## src/usbin_defs.vh

```
`ifndef USBIN_DEFS_VH
`define USBIN_DEFS_VH
// Register indices; byte address is four times the index.
`define USBIN_IDX_EP_SELECT 6'h0e
`define USBIN_IDX_IN_MAXP 6'h10
`define USBIN_IDX_IN_CSR 6'h11
`define USBIN_IDX_IN_CFG 6'h12
`define USBIN_IDX_OUT_MAXP 6'h13
`define USBIN_IDX_IRQ_EN 6'h18
`define USBIN_RESET_VAL 8'h00
`define USBIN_NUM_EP 3
// in_endpoint_control_status fields.
`define USBIN_CSR_TOG_RESET 6
`define USBIN_CSR_STALL_SENT 5
`define USBIN_CSR_STALL_REQ 4
`define USBIN_CSR_DROP 3
`define USBIN_CSR_UNDERRUN 2
`define USBIN_CSR_OCCUPIED 1
`define USBIN_CSR_ARMED 0
// in_endpoint_config fields.
`define USBIN_CFG_AUTO_ARM 7
`define USBIN_CFG_ISO 6
`define USBIN_CFG_DIR_IN 5
`define USBIN_CFG_FORCE_FLIP 3
// Answers to an IN token.
`define USBIN_RESP_NAK 2'h0
`define USBIN_RESP_DATA 2'h1
`define USBIN_RESP_STALL 2'h2
`define USBIN_RESP_ZLP 2'h3
// Packets the IN FIFO can hold.
`define USBIN_MAX_PKTS 2'h2
`endif

```

## src/usbin_ctrl.v

```verilog
`timescale 1ns/10ps
`include "usbin_defs.vh"
module usbin_ctrl (
	input wire pclk,
	input wire presetn,
	input wire psel,
	input wire penable,
	input wire pwrite,
	input wire [7:0] paddr,
	input wire [31:0] pwdata,
	output reg [31:0] prdata,
	output reg pready,
	output reg pslverr,
	input wire in_token,
	input wire [3:0] token_ep,
	input wire tx_end,
	input wire tx_ack,
	input wire load_strobe,
	input wire [3:0] load_ep,
	output reg resp_valid,
	output reg [1:0] resp_kind,
	output reg resp_data1,
	output reg [2:0] ep_irq,
	output reg [2:0] ep_dir_in,
	output reg [2:0] ep_iso
);
	reg [3:0] ep_sel_reg;
	reg [2:0] irq_en_reg;
	reg [3:0] cur_ep_reg;
	reg [31:0] rdata_next;
	reg slverr_next;
	wire [5:0] idx;
	wire setup;
	wire access_done;
	wire wr_done;
	wire rd_done;
	wire sel_ok;
	wire [2:0] ep_is_sel;
	wire [2:0] ep_tok;
	wire [2:0] ep_end;
	wire [2:0] ep_load;
	wire [2:0] ep_done;
	wire [7:0] csr_rd [0:2];
	wire [7:0] cfg_rd [0:2];
	wire [7:0] maxp_rd [0:2];
	wire [7:0] out_max_packet_size_rd [0:2];
	wire [1:0] kind [0:2];
	wire [2:0] data1;
	reg [7:0] sel_csr;
	reg [7:0] sel_cfg;
	reg [7:0] sel_maxp;
	reg [7:0] sel_out_max_packet_size;
	reg [1:0] tok_kind;
	reg tok_data1;
	integer i;

	////////////////////////////////////////////////////////////////////////////
	// APB decode. Registers sit one per word, so the index is paddr[7:2].
	assign idx = paddr[7:2];
	assign setup = psel & ~penable;
	assign access_done = psel & penable & pready;
	assign wr_done = access_done & pwrite & ~pslverr;
	assign rd_done = access_done & ~pwrite & ~pslverr;
	// Only endpoints 1 to 3 own a set; others show an empty window.
	assign sel_ok = (ep_sel_reg != 4'h0) & (ep_sel_reg <= 4'h3);

	////////////////////////////////////////////////////////////////////////////
	// One register set per IN endpoint.
	genvar g;
	generate
		for (g = 0; g < `USBIN_NUM_EP; g = g + 1) begin : gen_ep
			assign ep_is_sel[g] = (ep_sel_reg == g + 1);
			assign ep_tok[g] = in_token & (token_ep == g + 1);
			assign ep_end[g] = tx_end & (cur_ep_reg == g + 1);
			assign ep_load[g] = load_strobe & (load_ep == g + 1);
			usbin_ep_slot u_slot (
				.pclk(pclk),
				.presetn(presetn),
				.wr_csr(wr_done & ep_is_sel[g] & (idx == `USBIN_IDX_IN_CSR)),
				.wr_cfg(wr_done & ep_is_sel[g] & (idx == `USBIN_IDX_IN_CFG)),
				.wr_maxp(wr_done & ep_is_sel[g] & (idx == `USBIN_IDX_IN_MAXP)),
				.wr_out_max_packet_size(wr_done & ep_is_sel[g] & (idx == `USBIN_IDX_OUT_MAXP)),
				.rd_csr(rd_done & ep_is_sel[g] & (idx == `USBIN_IDX_IN_CSR)),
				.wdata(pwdata[7:0]),
				.token(ep_tok[g]),
				.tx_end(ep_end[g]),
				.tx_ack(tx_ack),
				.load(ep_load[g]),
				.csr_rd(csr_rd[g]),
				.cfg_rd(cfg_rd[g]),
				.maxp_rd(maxp_rd[g]),
				.out_max_packet_size_rd(out_max_packet_size_rd[g]),
				.resp_kind(kind[g]),
				.data1(data1[g]),
				.done_evt(ep_done[g])
			);
		end
	endgenerate

	////////////////////////////////////////////////////////////////////////////
	// Multiplex the selected set and the token's endpoint.
	always @* begin
		sel_csr = 8'h00;
		sel_cfg = 8'h00;
		sel_maxp = 8'h00;
		sel_out_max_packet_size = 8'h00;
		tok_kind = `USBIN_RESP_NAK;
		tok_data1 = 1'b0;
		for (i = 0; i < `USBIN_NUM_EP; i = i + 1) begin
			if (ep_is_sel[i]) begin
				sel_csr = csr_rd[i];
				sel_cfg = cfg_rd[i];
				sel_maxp = maxp_rd[i];
				sel_out_max_packet_size = out_max_packet_size_rd[i];
			end
			if (ep_tok[i]) begin
				tok_kind = kind[i];
				tok_data1 = data1[i];
			end
		end
	end

	// Read data and error answer, captured in the setup cycle.
	always @* begin
		rdata_next = 32'h00000000;
		slverr_next = 1'b0;
		case (idx)
			`USBIN_IDX_EP_SELECT: begin
				rdata_next = {28'h0000000, ep_sel_reg};
			end
			`USBIN_IDX_IN_MAXP: begin
				rdata_next = {24'h000000, sel_maxp};
			end
			`USBIN_IDX_IN_CSR: begin
				rdata_next = {24'h000000, sel_csr};
			end
			`USBIN_IDX_IN_CFG: begin
				rdata_next = {24'h000000, sel_cfg};
			end
			`USBIN_IDX_OUT_MAXP: begin
				rdata_next = {24'h000000, sel_out_max_packet_size};
			end
			`USBIN_IDX_IRQ_EN: begin
				rdata_next = {28'h0000000, irq_en_reg, 1'b0};
			end
			default: begin
				slverr_next = 1'b1;
			end
		endcase
	end

	// Exactly one wait-free access phase: pready rises for the cycle after setup.
	// Clear-on-read flags are captured at setup but cleared only at completion.
	always @(posedge pclk or negedge presetn) begin
		if (!presetn) begin
			prdata <= 32'h00000000;
			pready <= 1'b0;
			pslverr <= 1'b0;
		end else if (setup) begin
			prdata <= pwrite ? 32'h00000000 : rdata_next;
			pready <= 1'b1;
			pslverr <= slverr_next;
		end else begin
			prdata <= 32'h00000000;
			pready <= 1'b0;
			pslverr <= 1'b0;
		end
	end

	// Block-level registers: endpoint select and interrupt enables.
	always @(posedge pclk or negedge presetn) begin
		if (!presetn) begin
			ep_sel_reg <= 4'h0;
			irq_en_reg <= 3'h0;
		end else if (wr_done) begin
			if (idx == `USBIN_IDX_EP_SELECT) begin
				ep_sel_reg <= pwdata[3:0];
			end
			if (idx == `USBIN_IDX_IRQ_EN) begin
				irq_en_reg <= pwdata[3:1];
			end
		end
	end

	////////////////////////////////////////////////////////////////////////////
	// Token answer, one cycle after the token. The endpoint is kept so that
	// the end-of-send report reaches the right set.
	always @(posedge pclk or negedge presetn) begin
		if (!presetn) begin
			resp_valid <= 1'b0;
			resp_kind <= `USBIN_RESP_NAK;
			resp_data1 <= 1'b0;
			cur_ep_reg <= 4'h0;
		end else begin
			resp_valid <= in_token;
			if (in_token) begin
				resp_kind <= tok_kind;
				resp_data1 <= tok_data1;
				cur_ep_reg <= token_ep;
			end
		end
	end

	// Interrupt pulse when an endpoint's armed bit is cleared.
	always @(posedge pclk or negedge presetn) begin
		if (!presetn) begin
			ep_irq <= 3'h0;
		end else begin
			ep_irq <= ep_done & irq_en_reg;
		end
	end

	// Mode bits shown to the packet engine.
	always @(posedge pclk or negedge presetn) begin
		if (!presetn) begin
			ep_dir_in <= 3'h0;
			ep_iso <= 3'h0;
		end else begin
			for (i = 0; i < `USBIN_NUM_EP; i = i + 1) begin
				ep_dir_in[i] <= cfg_rd[i][`USBIN_CFG_DIR_IN];
				ep_iso[i] <= cfg_rd[i][`USBIN_CFG_ISO];
			end
		end
	end
endmodule

```

## src/usbin_ep_slot.v

```verilog
`timescale 1ns/10ps
`include "usbin_defs.vh"
module usbin_ep_slot (
	input wire pclk,
	input wire presetn,
	input wire wr_csr,
	input wire wr_cfg,
	input wire wr_maxp,
	input wire wr_out_max_packet_size,
	input wire rd_csr,
	input wire [7:0] wdata,
	input wire token,
	input wire tx_end,
	input wire tx_ack,
	input wire load,
	output wire [7:0] csr_rd,
	output wire [7:0] cfg_rd,
	output wire [7:0] maxp_rd,
	output wire [7:0] out_max_packet_size_rd,
	output reg [1:0] resp_kind,
	output wire data1,
	output wire done_evt
);
	reg toggle_reg;
	reg stall_sent_reg;
	reg stall_req_reg;
	reg underrun_reg;
	reg armed_reg;
	reg [1:0] pkts_reg;
	reg [10:0] bytes_reg;
	reg [7:0] cfg_reg;
	reg [7:0] maxp_reg;
	reg [7:0] out_max_packet_size_reg;
	wire iso;
	wire force_flip;
	wire stalling;
	wire full_load;
	wire sent_ok;
	wire flush;
	wire arm_now;

	////////////////////////////////////////////////////////////////////////////
	assign iso = cfg_reg[`USBIN_CFG_ISO];
	assign force_flip = cfg_reg[`USBIN_CFG_FORCE_FLIP];
	assign stalling = stall_req_reg & ~iso;
	// Auto-arm compares against the size in 8-byte units.
	assign full_load = load & cfg_reg[`USBIN_CFG_AUTO_ARM] & (maxp_reg != 8'h00) &
		((bytes_reg + 11'h001) == {maxp_reg, 3'b000});
	assign arm_now = (wr_csr & wdata[`USBIN_CSR_ARMED]) | full_load;
	assign flush = wr_csr & wdata[`USBIN_CSR_DROP];
	// Isochronous packets are never acknowledged, so they are done on send.
	assign sent_ok = tx_end & (tx_ack | force_flip | iso);
	assign done_evt = armed_reg & (sent_ok | flush | (token & stalling));
	assign data1 = toggle_reg;

	// Answer chosen for an IN token on this endpoint.
	always @* begin
		if (stalling) begin
			resp_kind = `USBIN_RESP_STALL;
		end else if (armed_reg | (pkts_reg != 2'h0)) begin
			resp_kind = `USBIN_RESP_DATA;
		end else if (iso) begin
			resp_kind = `USBIN_RESP_ZLP;
		end else begin
			resp_kind = `USBIN_RESP_NAK;
		end
	end

	// Flags: a hardware set wins over a clear-on-read in the same cycle.
	always @(posedge pclk or negedge presetn) begin
		if (!presetn) begin
			stall_sent_reg <= 1'b0;
			underrun_reg <= 1'b0;
			stall_req_reg <= 1'b0;
			toggle_reg <= 1'b0;
		end else begin
			if (token & stalling) begin
				stall_sent_reg <= 1'b1;
			end else if (rd_csr) begin
				stall_sent_reg <= 1'b0;
			end
			if (token & ~stalling & ~armed_reg & (pkts_reg == 2'h0)) begin
				underrun_reg <= 1'b1;
			end else if (rd_csr) begin
				underrun_reg <= 1'b0;
			end
			if (wr_csr) begin
				stall_req_reg <= wdata[`USBIN_CSR_STALL_REQ];
			end
			if (wr_csr & wdata[`USBIN_CSR_TOG_RESET]) begin
				toggle_reg <= 1'b0;
			end else if (tx_end & ~iso & (tx_ack | force_flip)) begin
				toggle_reg <= ~toggle_reg;
			end
		end
	end

	// Packet bookkeeping; a stall empties the whole FIFO, a flush drops one.
	always @(posedge pclk or negedge presetn) begin
		if (!presetn) begin
			armed_reg <= 1'b0;
			pkts_reg <= 2'h0;
			bytes_reg <= 11'h000;
		end else if (token & stalling) begin
			armed_reg <= 1'b0;
			pkts_reg <= 2'h0;
			bytes_reg <= 11'h000;
		end else if (flush | sent_ok) begin
			armed_reg <= 1'b0;
			if (pkts_reg != 2'h0) begin
				pkts_reg <= pkts_reg - 2'h1;
			end
			if (flush) begin
				bytes_reg <= 11'h000;
			end
		end else if (arm_now & (pkts_reg != `USBIN_MAX_PKTS)) begin
			armed_reg <= 1'b1;
			pkts_reg <= pkts_reg + 2'h1;
			bytes_reg <= 11'h000;
		end else if (load) begin
			bytes_reg <= bytes_reg + 11'h001;
		end
	end

	// Configuration and size registers.
	always @(posedge pclk or negedge presetn) begin
		if (!presetn) begin
			cfg_reg <= `USBIN_RESET_VAL;
			maxp_reg <= `USBIN_RESET_VAL;
			out_max_packet_size_reg <= `USBIN_RESET_VAL;
		end else begin
			if (wr_cfg) begin
				cfg_reg <= wdata & 8'he8;
			end
			if (wr_maxp) begin
				maxp_reg <= wdata;
			end
			if (wr_out_max_packet_size) begin
				out_max_packet_size_reg <= wdata;
			end
		end
	end

	assign csr_rd = {2'b00, stall_sent_reg, stall_req_reg, 1'b0, underrun_reg,
		(pkts_reg != 2'h0), armed_reg};
	assign cfg_rd = cfg_reg;
	assign maxp_rd = maxp_reg;
	assign out_max_packet_size_rd = out_max_packet_size_reg;
endmodule
```

## config.mk

```make
export PLATFORM = sky130hd
export DESIGN_NAME = usbin_ctrl
export DESIGN_NICKNAME = d
export VERILOG_FILES = /design/src/usbin_ctrl.v /design/src/usbin_ep_slot.v
export VERILOG_INCLUDE_DIRS = /design/src
export SDC_FILE = /design/constraint.sdc
export NUM_CORES = 1
export LEC_CHECK = 0
export BUFFER_PORTS_ARGS = -buffer_cell sky130_fd_sc_hd__buf_2
export CAP_MARGIN = 5
export CORE_MARGIN = 4
export CORE_UTILIZATION = 29
export DETAILED_ROUTE_END_ITERATION = 12
export HOLD_SLACK_MARGIN = 0.1
export RECOVER_POWER = 25
export SETUP_SLACK_MARGIN = 0.1
export SLEW_MARGIN = 40
export SYNTH_ARGS = -nofsm -noshare
export SYNTH_HDL_FRONTEND = slang
export SYNTH_SLANG_ARGS = --single-unit
export TNS_END_PERCENT = 20
```

## constraint.sdc

```tcl
create_clock -name pclk -period 7.45 [get_ports pclk]
set_input_delay 0 -clock pclk [delete_from_list [all_inputs] [get_ports pclk]]
set_output_delay 0 -clock pclk [all_outputs]
set_load 0.01 [all_outputs]
```

==> metrics.md, run 1 <==
| Metric | Value |
|---|---|
| Status | finished, violations left |
| Failing checks | max-capacitance violations, max-slew violations |
| Max reg flops | 33 |
| Fraction of layout cells with a size suffix above 1 | 18.7% |
| Maximum vdd drop | ~0.15 mV |
| Vias | 7,160 |
| Ports | around 100 |
| CP max FO | 75 |
| CTS max path bufs | 2 |
| Final Setup Violations | 0 |
| Area growth syn-to-layout | 17.2% |
| Hold buffer count at CTS | 28 |
| Critical Path End Type | async pin |
| Die Ht | roughly 180 um |
| 1st-iter DRT viols | 701 |
| Sw frac | 27.3% |
| Fin. Hold Viols | 0 |
| I/O Buffers | 53 |
| Synth cell types | 76 |
| Clock network fraction of total power | roughly 45% |
| Setup Fix Bufs, Post-CTS | 0 |
| Synth Register Bits | approximately 150 |
| Initial antenna violation count | 0 |
| Largest net degree at the start of global routing | 76 |
| Via density | between 5 and 6 |
| Number of buffers created by CTS | 17 |
| First-pass DRT Iterations | 5 |
| Gate Count Post-Synth | ~900 |
| Synth Area in Compound Gates | 15.3% |
| WS Path Type | in2async |
| PD cells | approximately 200 nW/um^2 |
| Max_cap viols | 1 |
| CP peak stage delay | roughly 2.9 ns |
| WP buf/inv | 2 |
| Number of synthesized flops with an enable pin | 0 |
| GRT Residual Overflow | 0 |
| Vias in the first global route | roughly 7,000 |
| Switching pwr | between 500 and 600 uW |
| Cell-internal power | around 1.5 mW |
| Post-synth top flop | dfrtp_1 |
| Comb pwr share | between 10% and 20% |
| Die width | approximately 180 um |
| Clock Pin Slew Worst Setup and Hold Paths | roughly 0.06 ns |
| Final worst path period share | between 50 and 60% |
| Max-slew violation count | 76 |
| CP Launch Type | input port |
| DRT antenna net count | 0 |
| Pin slew with the least headroom to its limit | slightly above 4 ns |
| Worst hold slack | 0.148 ns |
| Htree depth | 4 |
| Min cycle time layout | 3.85 ns |
| Mean Syn Cell Area | ~9.5 um^2 |
| CP max-delay cell | clkbuf_1 |
| Mux share of post-synthesis cell area | a little over a tenth |
| DRC viols | 0 |
| Fin Clk Skew | 0.0113 ns |
| Antenna cell count | 0 |
| Global-route wire length before repair | 39.5 mm |
| Seq pwr share | 44.5% |
| Cells along the critical path | dlygate4sd3_1 -> clkbuf_1 |
| Die area | between 30,000 and 40,000 um^2 |
| Most frequent cells in the layout | dfrtp_1, nand2_1, nor2_1 |
| Worst EP arrival | around 3.4 ns |
| Async set or reset register ratio after synthesis | between 90% and 100% |
| Synthesized-area fraction occupied by xor and xnor cells | slightly above 3% |
| CTS Sinks | between 100 and 150 |
| RSZ-0062 raised after global routing | false |
| Family with the most delay on the worst path | buffers and inverters |
| Core Area | between 20,000 and 30,000 um^2 |
| Dpl hpwl | roughly 17 mm |
| Gr usage total | 15.0% |
| Yosys warns | 0 |
| Worst-Skew Late Latency | about 0.43 ns |
| Routability cong. | between 0.9 and 1 |
| Setup TNS Final | 0 ns |
| # rows | 62 |
| Main combinational cell family by area after synthesis | simple AND/OR/NAND/NOR gates |
| Area of the mapped netlist | 8550 um^2 |
| Clock Tree Root | clkbuf_16 |
| Worst EP required | roughly 7.0 ns |
| Slew HR | -173% |
| Most common cell after layout, fill and taps aside | dfrtp_1 |
| DR WL/cell | ~18 um |
| Highest clock rate | 0.260 GHz |
| Sequential-to-total area share from yosys stat | a little over two fifths |
| CTS tree | done |
| Filler instances | a little under 3,000 |
| WL final | 24.2 mm |
| Hold/Removal Path Class | in2reg |
| Final #Nets | 1,038 |
| Synth Area in Simple Gates | between 20 and 25% |
| Starting density of the core | just under 30% |
| Cts repair resizes | 0 |
| P_leak | ~4.4 nW |
| Synthesized-area fraction occupied by adder cells | less than 1% |
==> per-stage QoR <==
| step | util, % | power (mW) | cells | setup slack [ns] | cell area (um^2) |
|---|---|---|---|---|---|
| global placement | 31.6 | 1.12 | 1312 | 4.41 | 9130 |
| global route | 34.6 | 2.12 | 1372 | 2.72 | 10000 |
| floorplan | - | 1.06 | 927 | 4.80 | 8640 |
| finish | 34.6 | 2.03 | 1372 | 3.60 | 10000 |
| CTS | 34.6 | 2.04 | 1372 | 4.36 | 10000 |
| detailed placement | 31.6 | 1.12 | 1312 | 4.33 | 9140 |
==> power by group through the flow <==
stage	Sequential (mW)	Combinational (mW)	Clock (mW)
2_1_floorplan	0.900	0.155	0
3_3_place_gp	0.914	0.203	0
3_5_place_dp	0.916	0.208	0
4_1_cts	0.902	0.223	0.920
5_1_grt	0.910	0.254	0.953
6_report	0.903	0.221	0.903
==> layer usage <==
layer | share of wire, % | GRT usage (%) | vias up
met5 | 0 | 0 | -
met2 | 48 | 24.8 | 180
li1 | - | - | 3413
met3 | 4.6 | 3.11 | 25
met4 | 1.7 | 3.63 | 0
met1 | 45 | 20.2 | 3542
==> cell type report <==
| type | instances | area, um^2 | share of cell area, % |
|---|---|---|---|
| multi-input cells | 704 | 4560 | 45.5 |
| clock buffers | 19 | 433 | 4.32 |
| flip-flops and latches | 148 | 3700 | 37.0 |
| clock inverters | 13 | 176 | 1.76 |
| inverters | 13 | 48.8 | 0.487 |
| repair buffers | 91 | 622 | 6.20 |
| well taps | 384 | 480 | 4.79 |
==> synthesized netlist by cell type, types with 14 or more instances <==
master / n / area share, %
dfrtp_1: 148 / 43
nand2_1: 107 / 4.7
nor2_1: 71 / 3.1
mux2_2: 68 / 9.0
o21ai_0: 56 / 3.3
a21oi_1: 39 / 2.3
nand3_1: 32 / 1.9
nor3_1: 32 / 1.9
clkbuf_1: 27 / 1.2
buf_4: 24 / 2.1
xnor2_1: 23 / 2.4
a31oi_1: 14 / 1.0
nand2b_1: 14 / 1.0
==> kinds of logic (layout without fill, tap and decap cells) <==
| logic type | after synthesis | after routing |
|---|---|---|
| AND/OR/NAND/NOR | 363 | 363 |
| multiplexers | 80 | 80 |
| other | 1 | 24 |
| XOR/XNOR | 29 | 29 |
| buffers and inverters | 75 | 136 |
| AO/OA/AOI/OAI | 202 | 202 |
| flip-flops | 148 | 148 |
| adder cells (fa/ha/maj) | 6 | 6 |
==> path summary, 6_finish.rpt <==
kind                                                     from  cells after the start                            end  slack [ns]
worst max-delay path                                  presetn                      2  gen_ep[2].u_slot.bytes_reg[6]        3.60
worst min-delay path                                pwdata[3]                      2    gen_ep[1].u_slot.maxp_rd[3]        0.15
min in group asynchronous                             presetn                      2                   ep_dir_in[1]        1.55
worst min register to register     gen_ep[2].u_slot.cfg_rd[5]                      0                   ep_dir_in[2]        0.42
max in group pclk                                    paddr[7]                      9  gen_ep[2].u_slot.bytes_reg[0]        4.34
worst max register to register  gen_ep[0].u_slot.bytes_reg[0]                      9  gen_ep[0].u_slot.bytes_reg[8]        4.37
Power figures use the tool's default switching activity.
==> inputs of run 2 (changes only) <==
Settings changed: ABC_AREA set to 1.
Clock period 7.45 ns to 3.4 ns, I/O delays scaled along.
==> run 2 against run 1 <==
Global-route usage grew 0.59 points. Total power is 120% higher. Critical path depth rose by 12. Routed wire length decreased by 0.73%. Clock-buffer cell count grew 1. Cell area fell by 2.9%. The run still ends with max-capacitance violations, max-slew violations left.
==> metrics.md, run 2 <==
| Metric | Value |
|---|---|
| Die area | 31,600 um^2 (was 32,300 um^2) |
| Die width | 178 um (was 180 um) |
| Leading area contributor after synthesis | dfrtp_1 (unchanged) |
| Seq pwr share | 44.1% (was 44.5%) |
| Hold buffer count at CTS | 20 (was 28) |
| Ports | 104 (unchanged) |
| Number of synthesized flops with an enable pin | 0 (unchanged) |
| Starting density of the core | 29.8% (was 29.6%) |
| Dpl hpwl | 17.9 mm (was 17.4 mm) |
| Hold-critical path endpoint | gen_ep[0].u_slot.maxp_rd[7] (was gen_ep[1].u_slot.maxp_rd[3]) |
| Comb pwr share | 10.0% (was 10.9%) |
| RSZ-0062 raised after global routing | false (unchanged) |
| Worst EP arrival | 3.10 ns (was 3.43 ns) |
| CTS Sinks | 148 (unchanged) |
| Htree depth | 4 (unchanged) |
| Sw frac | 26.1% (was 27.3%) |
| Hold/Removal Path Class | in2reg (unchanged) |
| Area growth syn-to-layout | 16.4% (was 17.2%) |
| DR WL/cell | 15.1 um (was 17.6 um) |
| Synth top cells by count | nand2_1, dfrtp_1, inv_1, o21ai_0, nor2_1 (was dfrtp_1, nand2_1, nor2_1, mux2_2, o21ai_0) |
| Synth Register Bits | 148 (unchanged) |
| Area fraction of the dominant cell type after synthesis | 44.3% (was 43.3%) |
| Worst-Skew Late Latency | 0.43 ns (about the same) |
| Global-route wire length before repair | 38.6 mm (was 39.5 mm) |
| Design Power | 4.40 mW (was 2.03 mW) |
| Switching pwr | 1.15 mW (was 553 uW) |
| Post-synth top flop | dfrtp_1 (unchanged) |
| Async set or reset register ratio after synthesis | 100% (unchanged) |
| Maximum vdd drop | 0.279 mV (was 0.146 mV) |
| Gr usage total | 15.6% (was 15.0%) |
| Setup Fix Bufs, Post-CTS | 0 (unchanged) |
| P_leak | 4.89 nW (was 4.43 nW) |
| Most frequent cells in the layout | nand2_1, dfrtp_1, inv_1 (was dfrtp_1, nand2_1, nor2_1) |
| Sequential-to-total area share from yosys stat | 44.3% (was 43.3%) |
| DRC viols | 0 (unchanged) |
| Critical Path End Type | flip-flop (was async pin) |
| Routability cong. | 0.872 (was 0.910) |
| Vias | 7,566 (was 7,160) |
| CTS tree | done (unchanged) |
| Cts repair resizes | 0 (unchanged) |
| R2R Setup Slk | 0.67 ns (was 4.37 ns) |
| Cell-internal power | 3.25 mW (was 1.47 mW) |
| Min cycle time layout | between 2 and 3 ns |
| Yosys warns | 0 (unchanged) |
| # rows | 61 (was 62) |
| Highest clock rate | approximately 0.37 GHz |
| CP Launch Type | flip-flop (was input port) |
| Final Setup Violations | 0 (unchanged) |
| Critical R2R Launch | ep_sel_reg[0] (was gen_ep[0].u_slot.bytes_reg[0]) |
| Area of the mapped netlist | 8360 um^2 (was 8550 um^2) |
| Mean Syn Cell Area | 7.44 um^2 (was 9.46 um^2) |
| Failing checks | max-capacitance violations, max-slew violations (unchanged) |
| Final worst path period share | 80.4% |
| Slew HR | -22.0% (was -173%) |
| Number of buffers created by CTS | 17 (unchanged) |
| Worst reg-to-reg path cell count | 14 (was 9) |
| Initial antenna violation count | 0 (unchanged) |
| PD cells | 452 nW/um^2 (was 202 nW/um^2) |
| WL final | 24.0 mm (was 24.2 mm) |
| I/O Buffers | 53 (unchanged) |
| Core Area | 28,100 um^2 (was 28,900 um^2) |
| First-pass DRT Iterations | 5 (unchanged) |
| Hold path startpoint | pwdata[7] (was pwdata[3]) |
| Top cells by area, synth | dfrtp_1, nand2_1, inv_1 (was dfrtp_1, mux2_2, nand2_1) |
| Fin Clk Skew | 0.00923 ns (was 0.0113 ns) |
| Max_cap viols | 1 (unchanged) |
| Via density | 4.78 (was 5.22) |
| Most common cell in the netlist | nand2_1 (was dfrtp_1) |
| WS Path Type | reg2reg (was in2async) |
| Setup TNS Final | 0 ns (unchanged) |
| GRT Residual Overflow | 0 (unchanged) |
| Worst EP required | 3.77 ns (was 7.03 ns) |
| DRT antenna net count | 0 (unchanged) |
| Clock Tree Root | clkbuf_16 (unchanged) |
| CTS max path bufs | 2 (unchanged) |
| Max-slew violation count | 69 (was 76) |
| Max reg flops | 33 (unchanged) |
| Most common cell after layout, fill and taps aside | nand2_1 (was dfrtp_1) |
| Die Ht | 178 um (was 180 um) |
| Fraction of layout cells with a size suffix above 1 | 10.6% (was 18.7%) |
| CP max FO | 14 (was 75) |
| Status | finished, violations left (unchanged) |
| Antenna cell count | 0 (unchanged) |
| Worst R2R End | gen_ep[0].u_slot.bytes_reg[1] (was gen_ep[0].u_slot.bytes_reg[8]) |
| Pin slew with the least headroom to its limit | 1.83 ns (was 4.10 ns) |
| Clock network fraction of total power | 45.8% (was 44.5%) |
| Clock Pin Slew Worst Setup and Hold Paths | 0.06 ns (about the same) |
| Gate Count Post-Synth | 1,123 (was 904) |
| Synth cell types | 46 (was 76) |
| Largest net degree at the start of global routing | 69 (was 76) |
| Fin. Hold Viols | 0 (unchanged) |
| Hold depth | 3 (was 2) |
| 1st-iter DRT viols | 733 (was 701) |
| Vias in the first global route | 7,201 (was 7,092) |
| Final #Nets | 1,256 (was 1,038) |
-- run 2: per-layer routing --
metal	vias to the layer above	routed length [um]	track usage (%)	part of all wire [%]
li1	3743	-	-	-
met3	36	1400	2.77	5.8
met2	218	11000	25.0	46
met1	3569	11000	21.3	46
met4	0	539	4.93	2.2
met5	-	0	0	0
-- run 2: logic make-up after synthesis --
family                   synth area share (%)
AND/OR/NAND/NOR                          31.0
adder cells (fa/ha/maj)                 0.898
flip-flops                               44.3
buffers and inverters                    10.4
other                                  0.0449
AO/OA/AOI/OAI                            11.8
XOR/XNOR                                 1.53
-- run 2: worst max path at each step --
stage / from / endpoint / slack, ns / cells past startpoint
final: ep_sel_reg[0] / gen_ep[0].u_slot.bytes_reg[1] / 0.67 / 14
after global routing: ep_sel_reg[0] / gen_ep[0].u_slot.bytes_reg[9] / 0.44 / 14
after CTS: ep_sel_reg[3] / gen_ep[2].u_slot.bytes_reg[10] / 0.72 / 13
after detailed placement: ep_sel_reg[3] / gen_ep[2].u_slot.bytes_reg[10] / 0.74 / 13
after global placement: ep_sel_reg[0] / gen_ep[0].u_slot.bytes_reg[3] / 0.78 / 14
after floorplan: gen_ep[2].u_slot.bytes_reg[0] / gen_ep[2].u_slot.bytes_reg[2] / 1.45 / 17
-- run 2: area by class of cell --
class                      instances  area [um^2]
clock inverter                    12          179
multi-input combinational        801         3870
fill                            3003        18400
tap                              378          473
inverter                         146          553
timing repair buffer              79          505
sequential                       148         3700
clock buffer                      20          447
-- run 2: critical path, stage by stage, from the launching register on --
cell,delay [ns]
dfrtp_1,0.51
nand3_2,0.23
inv_2,0.24
nand2_2,0.25
inv_2,0.15
nand2_2,0.09
nor2_4,0.15
nand2_2,0.09
nand2_4,0.09
nand2_1,0.07
inv_2,0.06
nand2_2,0.17
nand2_1,0.38
nand2_1,0.10
nand2_1,0.08
-- run 2: power groups by stage --
| stage | clock network (mW) | registers [mW] | logic, mW |
|---|---|---|---|
| 2_1_floorplan | 0 | 1.95 | 0.296 |
| 3_3_place_gp | 0 | 1.97 | 0.411 |
| 3_5_place_dp | 0 | 1.97 | 0.419 |
| 4_1_cts | 2.05 | 1.94 | 0.446 |
| 5_1_grt | 2.12 | 1.95 | 0.511 |
| 6_report | 2.01 | 1.94 | 0.441 |
-- run 2: metrics by stage --
| step | area (um^2) | hold slack, ns | utilization [%] | setup slack, ns | instances |
|---|---|---|---|---|---|
| 6_report | 9730 | 0.109 | 34.6 | 0.667 | 1584 |
| 3_3_place_gp | 8920 | 0.0647 | 31.7 | 0.776 | 1532 |
| 5_1_grt | 9730 | 0.142 | 34.6 | 0.439 | 1584 |
| 3_5_place_dp | 8920 | 0.0662 | 31.7 | 0.738 | 1532 |
| 4_1_cts | 9740 | 0.104 | 34.7 | 0.719 | 1584 |
| 2_1_floorplan | 8440 | -0.296 | - | 1.45 | 1146 |
==> inputs of run 3 (changes only) <==
Clock period 3.4 ns to 2.7 ns, I/O delays scaled along.
==> run 3 against run 2 <==
The flow still finishes with violations (max-capacitance violations, max-slew violations). Maximum frequency grew 15%. First-iteration DRC count shrank 5.2%. Critical path depth grew 2. Die area is the same. Setup slack lost 0.34 ns. Via count grew 0.87%. Utilization grew 0.33 points. Clock-buffer cell count is the same. Sequential share of layout area shrank 0.35 points. Cell area grew 0.95%. Largest power group unchanged.
==> metrics.md, run 3 (synthesis results as in run 2) <==
| Metric | Value |
|---|---|
| Status | finished, violations left (unchanged) |
| Failing checks | max-capacitance violations, max-slew violations (unchanged) |
| Critical Path End Type | flip-flop (unchanged) |
| Most common cell after layout, fill and taps aside | nand2_1 (unchanged) |
| Worst-Skew Late Latency | 0.43 ns (about the same) |
| Starting density of the core | 29.8% (unchanged) |
| RSZ-0062 raised after global routing | true (was false) |
| Initial antenna violation count | 0 (unchanged) |
| Worst reg-to-reg path cell count | 16 (was 14) |
| WL final | 24.4 mm (was 24.0 mm) |
| CTS Sinks | 148 (unchanged) |
| CTS tree | done (unchanged) |
| PD cells | 559 nW/um^2 (was 452 nW/um^2) |
| Clock Pin Slew Worst Setup and Hold Paths | 0.07 ns (was 0.06 ns) |
| Slew HR | -24.7% (was -22.0%) |
| Vias | 7,632 (was 7,566) |
| Antenna cell count | 0 (unchanged) |
| Worst hold slack | 0.118 ns (was 0.109 ns) |
| Global-route wire length before repair | 39.6 mm (was 38.6 mm) |
| DRC viols | 0 (unchanged) |
| DR WL/cell | 15.3 um (was 15.1 um) |
| Final worst path period share | 87.9% (was 80.4%) |
| Fin. Hold Viols | 0 (unchanged) |
| Routability cong. | 0.901 (was 0.872) |
| Htree depth | 4 (unchanged) |
| Min cycle time layout | 2.37 ns (was 2.73 ns) |
| # rows | 61 (unchanged) |
| Largest net degree at the start of global routing | 72 (was 69) |
| Area growth syn-to-layout | 17.5% (was 16.4%) |
| Hold/Removal Path Class | in2reg (unchanged) |
| Hold depth | 6 (was 3) |
| Fraction of layout cells with a size suffix above 1 | 12.0% (was 10.6%) |
| Max_cap viols | 1 (unchanged) |
| Number of buffers created by CTS | 17 (unchanged) |
| Worst EP arrival | 2.69 ns (was 3.10 ns) |
| Inst Count DP | 1,540 (was 1,532) |
| Final #Nets | 1,264 (was 1,256) |
| Die width | 178 um (unchanged) |
| P_leak | 4.93 nW (was 4.89 nW) |
| Die Ht | 178 um (unchanged) |
| CTS max path bufs | 2 (unchanged) |
| DRT antenna net count | 0 (unchanged) |
| Final Setup Violations | 0 (unchanged) |
| 1st-iter DRT viols | 695 (was 733) |
| I/O Buffers | 53 (unchanged) |
| Max-slew violation count | 71 (was 69) |
| Worst EP required | 3.02 ns (was 3.77 ns) |
| Fin Clk Skew | 0.0124 ns (was 0.00923 ns) |
| CP Launch Type | flip-flop (unchanged) |
| Gr usage total | 15.9% (was 15.6%) |
| Clock Tree Root | clkbuf_16 (unchanged) |
| WS Path Type | reg2reg (unchanged) |
| Setup TNS Final | 0 ns (unchanged) |
| CP max FO | 11 (was 14) |
| Ports | 104 (unchanged) |
| Maximum vdd drop | 0.379 mV (was 0.279 mV) |
| Dpl hpwl | 18.0 mm (was 17.9 mm) |
| Core Area | 28,100 um^2 (unchanged) |
| GRT Residual Overflow | 0 (unchanged) |
| Filler instances | 2,981 (was 3,003) |
| Most frequent cells in the layout | nand2_1, dfrtp_1, inv_1 (unchanged) |
| Max reg flops | 33 (unchanged) |
| Setup Fix Bufs, Post-CTS | 0 (unchanged) |
| Die area | 31,600 um^2 (unchanged) |
| Finished Layout Cells | 1,591 (was 1,584) |
| Via density | 4.80 (was 4.78) |
| Vias in the first global route | 7,229 (was 7,201) |
| Highest clock rate | 0.421 GHz (was 0.366 GHz) |
| Pin slew with the least headroom to its limit | 1.87 ns (was 1.83 ns) |
| First-pass DRT Iterations | 5 (unchanged) |
## run 3: cell count changes in the layout (fill, tap and decap cells not counted), sizes merged
cell,delta
buf,+11
bufinv,-1
clkinvlp,+1
clkbuf,-3
inv,+1
clkinv,-2
## run 3: layout make-up
cell class | count | area, um^2 | area share [%]
clock buffer | 20 | 457 | 4.65
clock inverter | 11 | 151 | 1.54
inverter | 146 | 553 | 5.63
multi-input combinational | 801 | 3900 | 39.7
sequential | 148 | 3700 | 37.7
tap | 378 | 473 | 4.81
timing repair buffer | 87 | 582 | 5.92
## run 3: critical path, stage by stage, from the launching register on
cell and delay [ns]:
dfrtp_1 0.42, ha_1 0.21, nand3_1 0.19, inv_1 0.15, nand2_1 0.06, nand2_1 0.12, nor2_1 0.05, nor2_1 0.10
nand3_1 0.07, nor2_1 0.10, nand3_1 0.11, nand2_1 0.14, nand2_1 0.11, nand3_1 0.10, nand2_2 0.17, nand2_1 0.10
nand2_1 0.05
## run 3: final timing paths
kind,start,endpoint,slack (ns)
setup / recovery,gen_ep[0].u_slot.bytes_reg[0],gen_ep[0].u_slot.bytes_reg[6],0.33
hold / removal,tx_ack,gen_ep[2].u_slot.data1,0.12
setup reg to reg,gen_ep[0].u_slot.bytes_reg[0],gen_ep[0].u_slot.bytes_reg[6],0.33
hold reg to reg,gen_ep[2].u_slot.cfg_rd[5],ep_dir_in[2],0.46
max in group asynchronous,presetn,gen_ep[2].u_slot.bytes_reg[0],0.84
min in group asynchronous,presetn,gen_ep[1].u_slot.out_max_packet_size_rd[6],0.63
## run 3: repair_timing
action / in CTS / in global routing
gates resized for setup: 0 / 9
endpoints found under the setup margin: 0 / 34
hold buffers: 20 / 0
endpoints found under the hold margin: 112 / 0
## run 3: power by group
group / leakage (nW) / internal (mW) / total (mW) / switching [mW]
combinational: 2.65 / 0.200 / 0.571 / 0.372
sequential: 1.99 / 2.32 / 2.44 / 0.117
clock: 0.285 / 1.50 / 2.48 / 0.976
## run 3: through the flow
step	power [mW]	utilization, %	worst slack (ns)	cell area (um^2)
3_5_place_dp	3.01	32.0	0.279	8990
2_1_floorplan	2.83	-	0.751	8440
3_3_place_gp	2.99	32.0	0.307	8990
6_report	5.49	35.0	0.327	9820
5_1_grt	5.74	35.0	0.0798	9820
4_1_cts	5.52	34.9	0.255	9800
## run 3: per-layer routing
metal / global-route usage, % / vias up / share of wire [%]
li1: - / 3766 / -
met1: 22.5 / 3567 / 46
met2: 25.1 / 260 / 46
met3: 2.85 / 39 / 6.1
met4: 4.71 / 0 / 2.2
met5: 0 / - / 0
